### config.mk
export PLATFORM = sky130hd
export DESIGN_NAME = emr_top
export DESIGN_NICKNAME = d
export VERILOG_FILES = /design/src/rtl/emr_pkg.sv /design/src/rtl/emr_sync.sv /design/src/rtl/emr_top.sv
export VERILOG_INCLUDE_DIRS = /design/src /design/src/rtl
export SDC_FILE = /design/constraint.sdc
export NUM_CORES = 1
export LEC_CHECK = 0
export BUFFER_PORTS_ARGS = -buffer_cell sky130_fd_sc_hd__buf_2
export CAP_MARGIN = 30
export CORE_UTILIZATION = 53
export CTS_BUF_LIST = sky130_fd_sc_hd__clkbuf_2
export DETAILED_ROUTE_END_ITERATION = 16
export PLACE_DENSITY = 0.82
export SLEW_MARGIN = 0
export SYNTH_ARGS = -nofsm -noshare
export SYNTH_HDL_FRONTEND = slang
export SYNTH_SLANG_ARGS = --single-unit
### constraint.sdc
create_clock -name pclk -period 1.6 [get_ports pclk]
set_input_delay 0.24 -clock pclk [delete_from_list [all_inputs] [get_ports pclk]]
set_output_delay 0.24 -clock pclk [all_outputs]
set_load 0.005 [all_outputs]
### src/rtl/emr_map.svh
`ifndef EMR_MAP_SVH
`define EMR_MAP_SVH

// Bus geometry
`define EMR_ADDR_W         8
`define EMR_DATA_W         32

// Register byte offsets
`define EMR_OFF_FLAGS      8'h00
`define EMR_OFF_IRQ_EN     8'h04
`define EMR_OFF_MGMT       8'h08
`define EMR_OFF_ADDR_HI    8'h0C
`define EMR_OFF_ADDR_LO    8'h10
`define EMR_OFF_RX_LEN     8'h14
`define EMR_OFF_LINK       8'h18

// Event and enable bit positions
`define EMR_BIT_BAD_CARR   0
`define EMR_BIT_WAKE       1
`define EMR_BIT_LINK_CHG   2
`define EMR_FLAG_W         3

// Management pin register bit positions
`define EMR_BIT_MDC        0
`define EMR_BIT_DIR        1
`define EMR_BIT_DOUT       2
`define EMR_BIT_DIN        3
`define EMR_MGMT_W         4

// Field widths
`define EMR_ADDR_LO_W      16
`define EMR_RX_LEN_W       12

// Reset values
`define EMR_RST_FLAGS      3'h0
`define EMR_RST_IRQ_EN     3'h0
`define EMR_RST_MGMT       3'h0
`define EMR_RST_ADDR_HI    32'h0000_0000
`define EMR_RST_ADDR_LO    16'h0000
`define EMR_RST_RX_LEN     12'h000

// Receive length decode
`define EMR_LEN_MIN_CODE   12'h05EE
`define EMR_LEN_MAX_CODE   12'h0800
`define EMR_LEN_MIN_BYTES  12'h05EE
`define EMR_LEN_MAX_BYTES  12'h0800

// Synchroniser depth and link settle count
`define EMR_SYNC_STAGES    2
`define EMR_SETTLE_CNT     2'h3

`endif

### src/rtl/emr_pkg.sv
package emr_pkg;

   typedef logic [31:0] emr_word_t;
   typedef logic [2:0]  emr_flag_t;
   typedef logic [11:0] emr_len_t;

   typedef enum logic [1:0] {
      EMR_PH_IDLE,
      EMR_PH_SETUP,
      EMR_PH_ACCESS
   } emr_phase_e;

endpackage

### src/rtl/emr_sync.sv
`timescale 1ns/1ps
`include "emr_map.svh"

module emr_sync #(
   parameter int WIDTH = 1
) (
   input  wire logic             pclk,
   input  wire logic             presetn,
   input  wire logic [WIDTH-1:0] async_i,
   output logic      [WIDTH-1:0] sync_o
);

   logic [WIDTH-1:0] meta_r;

   // Two stage capture, first stage feeds only the second
   always_ff @(posedge pclk or negedge presetn) begin
      if (!presetn) begin
         meta_r <= '0;
         sync_o <= '0;
      end else begin
         meta_r <= async_i;
         sync_o <= meta_r;
      end
   end

endmodule // emr_sync

### src/rtl/emr_top.sv
`timescale 1ns/1ps
`include "emr_map.svh"
// Operation
// - Each status flag drives interrupt only when its enable bit is set
// - Interrupt enable register bits 31 to 3 read as zero
// - Management data-in bit 3 returns the MDIO level after the two stage synchroniser
// - Data-out bit drives MDIO only while direction bit is one
// - Direction bit zero reads from PHY, one writes; resets to zero
// - Management clock bit drives the MDC pin directly
// - Management pin register bits 31 to 4 read as zero
// - Address high register holds address bits 47 to 16, resets zero
// - Address low register holds address bits 15 to 0, resets zero
// - Address low register bits 31 to 16 read as zero
// - First address octet sits in high bits 31 to 24, big-endian
// - Length code maps to 1518 to 2048 bytes, clamped at both ends
// - Interrupt raised for set enabled flag; flag cleared by writing one

module emr_top (
   input  wire logic                       pclk,
   input  wire logic                       presetn,
   input  wire logic                       psel,
   input  wire logic                       penable,
   input  wire logic                       pwrite,
   input  wire logic [`EMR_ADDR_W-1:0]     paddr,
   input  wire logic [`EMR_DATA_W-1:0]     pwdata,
   output emr_pkg::emr_word_t              prdata,
   output logic                            pready,
   output logic                            pslverr,
   output logic                            mdc_o,
   input  wire logic                       mdio_i,
   output logic                            mdio_o,
   output logic                            mdio_oe,
   input  wire logic                       link_sts_i,
   input  wire logic                       bad_carrier_i,
   input  wire logic                       wake_packet_evt_i,
   output logic                            irq_o,
   output logic [47:0]                     station_addr_o,
   output emr_pkg::emr_len_t               rx_max_len_o
);

   ////////////////////////////////////////////////////////////////////////////
   // Declarations

   emr_pkg::emr_flag_t            flag_r;
   emr_pkg::emr_flag_t            flag_nxt;
   emr_pkg::emr_flag_t            flag_set;
   emr_pkg::emr_flag_t            flag_clr;
   emr_pkg::emr_flag_t            irq_en_r;
   logic [2:0]                    mgmt_r;
   logic [31:0]                   addr_hi_r;
   logic [`EMR_ADDR_LO_W-1:0]     addr_lo_r;
   emr_pkg::emr_len_t             rx_len_r;
   emr_pkg::emr_word_t            prdata_r;
   emr_pkg::emr_word_t            rd_word;
   logic [2:0]                    pin_sync;
   logic                          link_q_r;
   logic [1:0]                    settle_r;
   logic                          carrier_q_r;
   logic                          setup_ph;
   logic                          access_ph;
   logic                          wr_en;
   logic                          mapped;

   ////////////////////////////////////////////////////////////////////////////
   // Functions

   function automatic logic emr_hit(input logic [`EMR_ADDR_W-1:0] a,
                                    input logic [`EMR_ADDR_W-1:0] off);
      emr_hit = (a == off);
   endfunction

   function automatic emr_pkg::emr_len_t emr_len_decode(input emr_pkg::emr_len_t code);
      if (code <= `EMR_LEN_MIN_CODE) begin
         emr_len_decode = `EMR_LEN_MIN_BYTES;
      end else if (code >= `EMR_LEN_MAX_CODE) begin
         emr_len_decode = `EMR_LEN_MAX_BYTES;
      end else begin
         emr_len_decode = code;
      end
   endfunction

   ////////////////////////////////////////////////////////////////////////////
   // Pin synchronisers

   emr_sync #(
      .WIDTH   (3)
   ) u_sync (
      .pclk    (pclk),
      .presetn (presetn),
      .async_i ({bad_carrier_i, link_sts_i, mdio_i}),
      .sync_o  (pin_sync)
   );

   ////////////////////////////////////////////////////////////////////////////
   // APB slave

   assign setup_ph  = psel && !penable;
   assign access_ph = psel && penable;
   assign wr_en     = access_ph && pwrite;
   assign pready    = 1'b1;
   assign mapped    = emr_hit(paddr, `EMR_OFF_FLAGS)   || emr_hit(paddr, `EMR_OFF_IRQ_EN)  ||
                      emr_hit(paddr, `EMR_OFF_MGMT)    || emr_hit(paddr, `EMR_OFF_ADDR_HI) ||
                      emr_hit(paddr, `EMR_OFF_ADDR_LO) || emr_hit(paddr, `EMR_OFF_RX_LEN)  ||
                      emr_hit(paddr, `EMR_OFF_LINK);
   assign pslverr   = access_ph && !mapped;
   assign prdata    = prdata_r;

   // Read mux, unused bits read as zero
   always_comb begin
      rd_word = '0;
      if (emr_hit(paddr, `EMR_OFF_FLAGS)) begin
         rd_word[`EMR_FLAG_W-1:0] = flag_r;
      end
      if (emr_hit(paddr, `EMR_OFF_IRQ_EN)) begin
         rd_word[`EMR_FLAG_W-1:0] = irq_en_r;
      end
      if (emr_hit(paddr, `EMR_OFF_MGMT)) begin
         rd_word[`EMR_MGMT_W-1:0] = {pin_sync[0], mgmt_r};
      end
      if (emr_hit(paddr, `EMR_OFF_ADDR_HI)) begin
         rd_word = addr_hi_r;
      end
      if (emr_hit(paddr, `EMR_OFF_ADDR_LO)) begin
         rd_word[`EMR_ADDR_LO_W-1:0] = addr_lo_r;
      end
      if (emr_hit(paddr, `EMR_OFF_RX_LEN)) begin
         rd_word[`EMR_RX_LEN_W-1:0] = rx_len_r;
      end
      if (emr_hit(paddr, `EMR_OFF_LINK)) begin
         rd_word[0] = link_q_r;
      end
   end

   // Read data captured in the setup cycle
   always_ff @(posedge pclk or negedge presetn) begin
      if (!presetn) begin
         prdata_r <= '0;
      end else if (setup_ph && !pwrite) begin
         prdata_r <= rd_word;
      end
   end

   ////////////////////////////////////////////////////////////////////////////
   // Control registers

   always_ff @(posedge pclk or negedge presetn) begin
      if (!presetn) begin
         irq_en_r <= `EMR_RST_IRQ_EN;
      end else if (wr_en && emr_hit(paddr, `EMR_OFF_IRQ_EN)) begin
         irq_en_r <= pwdata[`EMR_FLAG_W-1:0];
      end
   end

   always_ff @(posedge pclk or negedge presetn) begin
      if (!presetn) begin
         mgmt_r <= `EMR_RST_MGMT;
      end else if (wr_en && emr_hit(paddr, `EMR_OFF_MGMT)) begin
         mgmt_r <= pwdata[2:0];
      end
   end

   always_ff @(posedge pclk or negedge presetn) begin
      if (!presetn) begin
         addr_hi_r <= `EMR_RST_ADDR_HI;
      end else if (wr_en && emr_hit(paddr, `EMR_OFF_ADDR_HI)) begin
         addr_hi_r <= pwdata;
      end
   end

   always_ff @(posedge pclk or negedge presetn) begin
      if (!presetn) begin
         addr_lo_r <= `EMR_RST_ADDR_LO;
      end else if (wr_en && emr_hit(paddr, `EMR_OFF_ADDR_LO)) begin
         addr_lo_r <= pwdata[`EMR_ADDR_LO_W-1:0];
      end
   end

   always_ff @(posedge pclk or negedge presetn) begin
      if (!presetn) begin
         rx_len_r <= `EMR_RST_RX_LEN;
      end else if (wr_en && emr_hit(paddr, `EMR_OFF_RX_LEN)) begin
         rx_len_r <= pwdata[`EMR_RX_LEN_W-1:0];
      end
   end

   ////////////////////////////////////////////////////////////////////////////
   // Management pins

   assign mdc_o   = mgmt_r[`EMR_BIT_MDC];
   assign mdio_o  = mgmt_r[`EMR_BIT_DOUT];
   assign mdio_oe = mgmt_r[`EMR_BIT_DIR];

   ////////////////////////////////////////////////////////////////////////////
   // Station address and length

   assign station_addr_o = {addr_hi_r, addr_lo_r};
   assign rx_max_len_o   = emr_len_decode(rx_len_r);

   ////////////////////////////////////////////////////////////////////////////
   // Event detection

   // Link level tracked silently until synchronisers settle
   always_ff @(posedge pclk or negedge presetn) begin
      if (!presetn) begin
         settle_r <= '0;
      end else if (settle_r != `EMR_SETTLE_CNT) begin
         settle_r <= settle_r + 2'h1;
      end
   end

   always_ff @(posedge pclk or negedge presetn) begin
      if (!presetn) begin
         link_q_r    <= 1'b0;
         carrier_q_r <= 1'b0;
      end else begin
         link_q_r    <= pin_sync[1];
         carrier_q_r <= pin_sync[2];
      end
   end

   always_comb begin
      flag_set                    = '0;
      flag_set[`EMR_BIT_LINK_CHG] = (settle_r == `EMR_SETTLE_CNT) && (pin_sync[1] != link_q_r);
      flag_set[`EMR_BIT_WAKE]     = wake_packet_evt_i;
      flag_set[`EMR_BIT_BAD_CARR] = (settle_r == `EMR_SETTLE_CNT) && pin_sync[2] && !carrier_q_r;
   end

   ////////////////////////////////////////////////////////////////////////////
   // Sticky flags and interrupt

   assign flag_clr = (wr_en && emr_hit(paddr, `EMR_OFF_FLAGS)) ?
                     pwdata[`EMR_FLAG_W-1:0] : '0;
   assign flag_nxt = (flag_r & ~flag_clr) | flag_set;

   always_ff @(posedge pclk or negedge presetn) begin
      if (!presetn) begin
         flag_r <= `EMR_RST_FLAGS;
      end else begin
         flag_r <= flag_nxt;
      end
   end

   assign irq_o = |(flag_r & irq_en_r);
endmodule // emr_top

==> results.toml, run 1 <==
[power_and_ir_drop]
static-leakage-power_nw = 3.476
power.density_mw_per_mm2 = 726.5
total_power_mw = 4.626
peak_supply_drop_v = 0.0005918

[synth]
synth_area_per_cell_um2 = 13.24
synth_enable_flop_cells = 0
synth_fp_nets = 406
synthTopCellsByCount = "dfrtp_1, mux2_2, a22o_1"
post_synth_num_cell_types = 53
yosysWarningCount = 0
synth_top_area_cell = "dfrtp_1"
mappedNetlistArea_mm2 = 0.004715
yosysTopAreaCellShare = 0.5892
synthesized_flop_and_latch_total = 111
top_flip_flop_cell_by_instance_count_after_synthesis = "dfrtp_1"
yosysMostFrequentCell = "dfrtp_1"
ffs_w_async_s_r_synth = 1.000
synth_top_cells_by_area = "dfrtp_1, mux2_2, a22o_1"
syn-instance-count = 356
yosysSeqAreaShare = 0.5892

[sta]
timing.setup.tns_ns = -4.838
worst_hold_slack_ns = 0.1336
fin_worst_skew_ns = 0.04216
hold_viol = 0
final_period_minus_worst_setup_slack_ns = 2.233
timing.final.setup_violations = 12
post-route-period-util = 1.396
rsz0062_at_grt = "true"
tightest_slew_ns = 0.5696
timing.final.ws_setup_ns = -0.6328
timing.max_slew.rel_slack = 0.6202
peak_clock_frequency_supported_by_timing_mhz = 447.9
final_max_slew_viol_count = 0

[layout]
antennaDiodeCount = 0
finish.instance_area_mm2 = 0.006369
drive_above_1_share = 0.5052
final_stage_net_count = 617
synth_to_final_area_change_pct = 35.08

[clocking]
total_number_of_h_tree_levels = 3
cts.reportedPaths.clkPinSlew_ns = 0.28
cts_tree = "yes"
cts_sinks = 111
cts-buffers-inserted = 9
root_buf_cell = "clkbuf_2"
clock_insertion_delay_worst_skew_ns = 0.57
clk_path_buf_depth = 2

[min_path]
holdCritPathClass = "input pin to register"

[global_route]
grt_start_max_net_pins = 41
grtUsageTotal = 0.2620
grt_antenna_before_repair = 0
grt_pass1_vias = 3680
grt_first_pass_wirelength_mm = 17.93
grt.overflow.total = 0

[placed_design]
dpl_cell_area_mm2 = 0.005778
numPortBuffers = 145
gpl.final_weighted_congestion = 0.8815
dp_hpwl_mm = 8.269
dp_slack_ns = -0.1577

[run_status]
failed_checks = "setup timing"
result_of_the_run = "complete, but fails checks"

[detailed_routing]
drcViolationCount = 0
route.detailed.wl_per_inst_um = 17.38
route.vias.total = 3750
viasPerCell = 5.515
drt_iter0_markers = 141
ant_nets = 0
route.final.wire_length_mm = 11.82
detailedRoute.firstPassIterationCount = 5

[setup_path]
critPathMaxFanout = 2
arrival_ns = 1.99
crit_start = "rx_len_r[11]$_DFFE_PN0P_"
endpoint_kind = "output port"
timing_worst_setup_path_type = "register to output port"
worst-endpoint-required_ns = 1.36
timing.critical_path.to = "rx_max_len_o[4]"
ff2ff_setup_slack_ns = 0.27
critical_path.reg2reg.startpoint = "addr_hi_r[0]$_DFFE_PN0P_"
regToRegEndpoint = "prdata[0]$_DFFE_PN0P_"
reg2reg_depth = 3
timing.critical_path.from_type = "register"

[floorplan]
die_area_mm2 = 0.009277
die_w_um = 96.32
core.rowCount = 34
floorplan.initialDensity = 0.5433
boundaryPins = 147
fp.coreArea_mm2 = 0.008678
floorplan.die.height_um = 96.32

[run]
cap_viol_max_count = 0
## worst max-delay path, cell delays in order, from the launching register on
cell and delay, ns:
dfrtp_1 0.44, nand4b_1 0.18, o41a_1 0.40, nor2_1 0.15, and2_1 0.17, buf_2 0.12
## power by group
group	switching, mW	total [mW]	internal (mW)
Sequential	0.0263	2.88	2.85
Clock	0.929	1.32	0.395
Combinational	0.209	0.422	0.213
Total	1.16	4.63	3.46
## cell usage in the layout (no fill, tap or decap), types with 2 or more instances in the layout
cell type,count
inv_1,4
o211ai_1,2
a21oi_1,3
buf_2,142
buf_12,5
nand3_1,5
a22oi_1,8
clkbuf_2,10
a31oi_1,2
and2_1,3
o21ai_0,13
buf_6,4
dlygate4sd3_1,38
nor2_4,2
dfrtp_1,111
mux2i_1,6
nor2_2,5
nand2_1,20
inv_6,2
mux2_2,74
a22o_1,22
a21o_1,5
nor2_1,15
buf_4,33
## final cells by class
type	count	area [um2]
Sequential cell	111	2778
Clock buffer	10	50.05
Fill cell	623	2310
Tap cell	108	135.1
Inverter	5	21.27
Clock inverter	6	75.07
Multi-Input combinational cell	218	1826
Timing Repair Buffer	222	1484
## state kept, by name, summed over array words and instances (netlist names)
signal and flops:
addr_hi_r 32, addr_lo_r 16, carrier_q_r 1, flag_r 3, irq_en_r 3, link_q_r 1, mgmt_r 3, prdata 32
rx_len_r 12, settle_r 2, u_sync.meta_r 3, u_sync.sync_o 3
## worst min path at each step
stage	cells past startpoint	slack, ns	startpoint	endpoint
6_report	3	0.13	paddr[2]	prdata[3]$_DFFE_PN0P_
5_1_grt	3	0.12	paddr[2]	prdata[3]$_DFFE_PN0P_
4_1_cts	2	0.007	pwdata[2]	rx_len_r[2]$_DFFE_PN0P_
3_5_place_dp	1	0.27	presetn	prdata[11]$_DFFE_PN0P_
3_3_place_gp	1	0.27	presetn	addr_hi_r[11]$_DFFE_PN0P_
2_1_floorplan	0	-0.06	presetn	addr_hi_r[0]$_DFFE_PN0P_
## what timing repair did
item | 4_1_cts | 5_1_grt
hold buffers | 37 | 1
pin swaps | 6 | 2
gates cloned | 0 | 0
setup endpoints to repair | 11 | 12
endpoints found under the hold margin | 95 | 3
setup buffers | 2 | 2
resized for setup | 4 | 15
## metrics by stage
stage,util,instances
after floorplan,-,356
after global placement,0.6658,623
after detailed placement,0.6658,623
after CTS,0.7264,678
after global routing,0.7339,680
final,0.7339,680
## routing by layer
metal / part of all wire / track usage / up-vias
met3: 0.048 / 0.03633 / 22
li1: - / - / 1708
met5: 0 / 0 / -
met2: 0.50 / 0.4498 / 134
met4: 0.021 / 0.09681 / 0
met1: 0.43 / 0.3389 / 1886
## kinds of logic after synthesis
family | share of synthesized area
DFF | 0.5892
muxes | 0.1967
and+or+nand+nor | 0.07591
AOI/OAI and AO/OA | 0.1016
buffers and inverters | 0.02946
xor gates and xnor gates | 0.003716
adders and majority gates | 0.002654
other | 0.0007954
Power figures use the tool's default switching activity.
==> run 2, diff against run 1 <==
--- a/config.mk
+++ b/config.mk
@@ -10,9 +10,11 @@
 export CAP_MARGIN = 30
 export CORE_UTILIZATION = 53
 export CTS_BUF_LIST = sky130_fd_sc_hd__clkbuf_2
+export CTS_CLUSTER_SIZE = 10
 export DETAILED_ROUTE_END_ITERATION = 16
 export PLACE_DENSITY = 0.82
 export SLEW_MARGIN = 0
 export SYNTH_ARGS = -nofsm -noshare
 export SYNTH_HDL_FRONTEND = slang
 export SYNTH_SLANG_ARGS = --single-unit
+export TNS_END_PERCENT = 30
==> constraint.sdc (replaced) <==
create_clock -name pclk -period 2.4 [get_ports pclk]
set_input_delay 0.36 -clock pclk [delete_from_list [all_inputs] [get_ports pclk]]
set_output_delay 0.36 -clock pclk [all_outputs]
set_load 0.005 [all_outputs]
==> run 2 against run 1 <==
Compared with the run above: the run still ends with setup timing left; setup slack better by 0.57 ns; power decreased by 33%; global-route usage down 0.62 points; worst hold slack worse by 0.096 ns; final cell count fell by 4.7%; critical path depth stayed put; via count decreased by 3.7%; die area unchanged; design area fell by 5.3%.
==> results.toml, run 2 (synthesis results as in run 1) <==
[setup_path]
worstPathCellList = "nand4b_1, o41a_1, nor2_2, and2_1, buf_2"
timing_worst_setup_path_type = "register to output port"
arrival_ns = 2.10
endpoint_kind = "output port"
cpPeakStageDelay_ns = 0.51
critical_path.reg2reg.startpoint = "flag_r[0]$_DFF_PN0_"
timing.critical_path.from_type = "register"
reg2reg_depth = 3
critical-path-slowest-cell = "o41a_1"
critPathMaxFanout = 6
crit_buf_inv = 1
worst-endpoint-required_ns = 2.04
critical-path-top-delay-family = "compound AO/OA/AOI/OAI gates"
regToRegEndpoint = "prdata[0]$_DFFE_PN0P_"
ff2ff_setup_slack_ns = 1.11

[sta]
worst_hold_slack_ns = 0.03730
timing.final.ws_setup_ns = -0.06221
peak_clock_frequency_supported_by_timing_mhz = 406.1
final_period_minus_worst_setup_slack_ns = 2.462
post-route-period-util = 1.026
fin_worst_skew_ns = 0.03620
timing.max_slew.rel_slack = 0.4961
timing.final.setup_violations = 3
final_max_slew_viol_count = 0
tightest_slew_ns = 0.7559
rsz0062_at_grt = "true"
timing.setup.tns_ns = -0.1246
hold_viol = 0

[clocking]
cts_tree = "yes"
cts_sinks = 111
total_number_of_h_tree_levels = 3
cts.reportedPaths.clkPinSlew_ns = 0.30
root_buf_cell = "clkbuf_2"
clock_insertion_delay_worst_skew_ns = 0.61
cts-buffers-inserted = 9
clk_path_buf_depth = 2

[global_route]
grt_antenna_before_repair = 0
grt.overflow.total = 0
grt_pass1_vias = 3507
grt_start_max_net_pins = 59
grtUsageTotal = 0.2558
grt_first_pass_wirelength_mm = 17.39

[floorplan]
die_area_mm2 = 0.009277
die_w_um = 96.32
fp.coreArea_mm2 = 0.008678
floorplan.die.height_um = 96.32
floorplan.initialDensity = 0.5433
boundaryPins = 147
core.rowCount = 34

[min_path]
min_from = "pwdata[4]"
whs_path_depth = 2
holdCritPathClass = "input pin to register"
min_to = "rx_len_r[4]$_DFFE_PN0P_"

[placed_design]
dp_hpwl_mm = 8.073
gpl.final_weighted_congestion = 0.8738
numPortBuffers = 145
dp.cells = 600
dp_slack_ns = 0.3736

[power_and_ir_drop]
intPower_mw = 2.290
power.density_mw_per_mm2 = 511.4
power.share.combinational = 0.082
power.switching_fraction = 0.2573
switching_power_mw = 0.7934
clkPwrFrac = 0.295
power.sequential.fraction = 0.623
peak_supply_drop_v = 0.0003881
static-leakage-power_nw = 3.288
total_power_mw = 3.083

[detailed_routing]
viasPerCell = 5.571
drcViolationCount = 0
detailedRoute.firstPassIterationCount = 4
route.vias.total = 3610
drt_iter0_markers = 147
route.detailed.wl_per_inst_um = 18.13
route.final.wire_length_mm = 11.75
ant_nets = 0

[layout]
mostFrequentLayoutCells = "buf_2, dfrtp_1, mux2_2"
synth_to_final_area_change_pct = 27.87
most_common_cell_after_layout_fill_and_taps_aside = "buf_2"
finalNonFillerCells = 648
drive_above_1_share = 0.4778
antennaDiodeCount = 0
final_stage_net_count = 585
fillerInstances = 632

[run_status]
failed_checks = "setup timing"
result_of_the_run = "complete, but fails checks"

[run]
cap_viol_max_count = 0
run 2: cell type report:
cell class	instances	area, um2	area share
Sequential cell	111	2779	0.4610
Inverter	5	18.77	0.003113
Timing Repair Buffer	190	1169	0.1939
Tap cell	108	135.1	0.02242
Clock buffer	10	50.05	0.008302
Clock inverter	6	76.32	0.01266
Multi-Input combinational cell	218	1800	0.2987
run 2: worst max path at each step:
| stage | from | end | cells after the start |
|---|---|---|---|
| final | rx_len_r[11]$_DFFE_PN0P_ | rx_max_len_o[4] | 5 |
| after global routing | rx_len_r[11]$_DFFE_PN0P_ | rx_max_len_o[0] | 5 |
| after CTS | rx_len_r[11]$_DFFE_PN0P_ | rx_max_len_o[4] | 5 |
| after detailed placement | paddr[5] | addr_hi_r[7]$_DFFE_PN0P_ | 6 |
| after global placement | paddr[5] | addr_hi_r[7]$_DFFE_PN0P_ | 6 |
| after floorplan | paddr[5] | prdata[16]$_DFFE_PN0P_ | 6 |
run 2: power groups by stage:
stage	Combinational, mW	Clock [mW]	Sequential, mW
after CTS	0.249	0.924	1.92
after global placement	0.206	0	1.95
final	0.252	0.909	1.92
after floorplan	0.0760	0	1.95
after global routing	0.279	0.997	1.93
after detailed placement	0.211	0	1.95
run 2: what timing repair did:
action                                  CTS  global route
hold endpoints to repair                 88             5
hold buffers                             28             3
pin swaps                                 1             1
resized for setup                         1             1
endpoints found under the setup margin    7             5
setup buffers                             1             0
run 2: through the flow:
| stage | utilization | area [um2] |
|---|---|---|
| after floorplan | - | 4715 |
| after global placement | 0.6430 | 5580 |
| after detailed placement | 0.6430 | 5580 |
| after CTS | 0.6909 | 5996 |
| after global routing | 0.6946 | 6028 |
| final | 0.6946 | 6028 |
run 2: routing by layer:
layer / global-route usage / vias to the layer above / wire length, um
li1: - / 1647 / -
met1: 0.3349 / 1810 / 5023
met2: 0.4113 / 129 / 5715
met3: 0.05766 / 24 / 712
met4: 0.1078 / 0 / 300
met5: 0 / - / 0
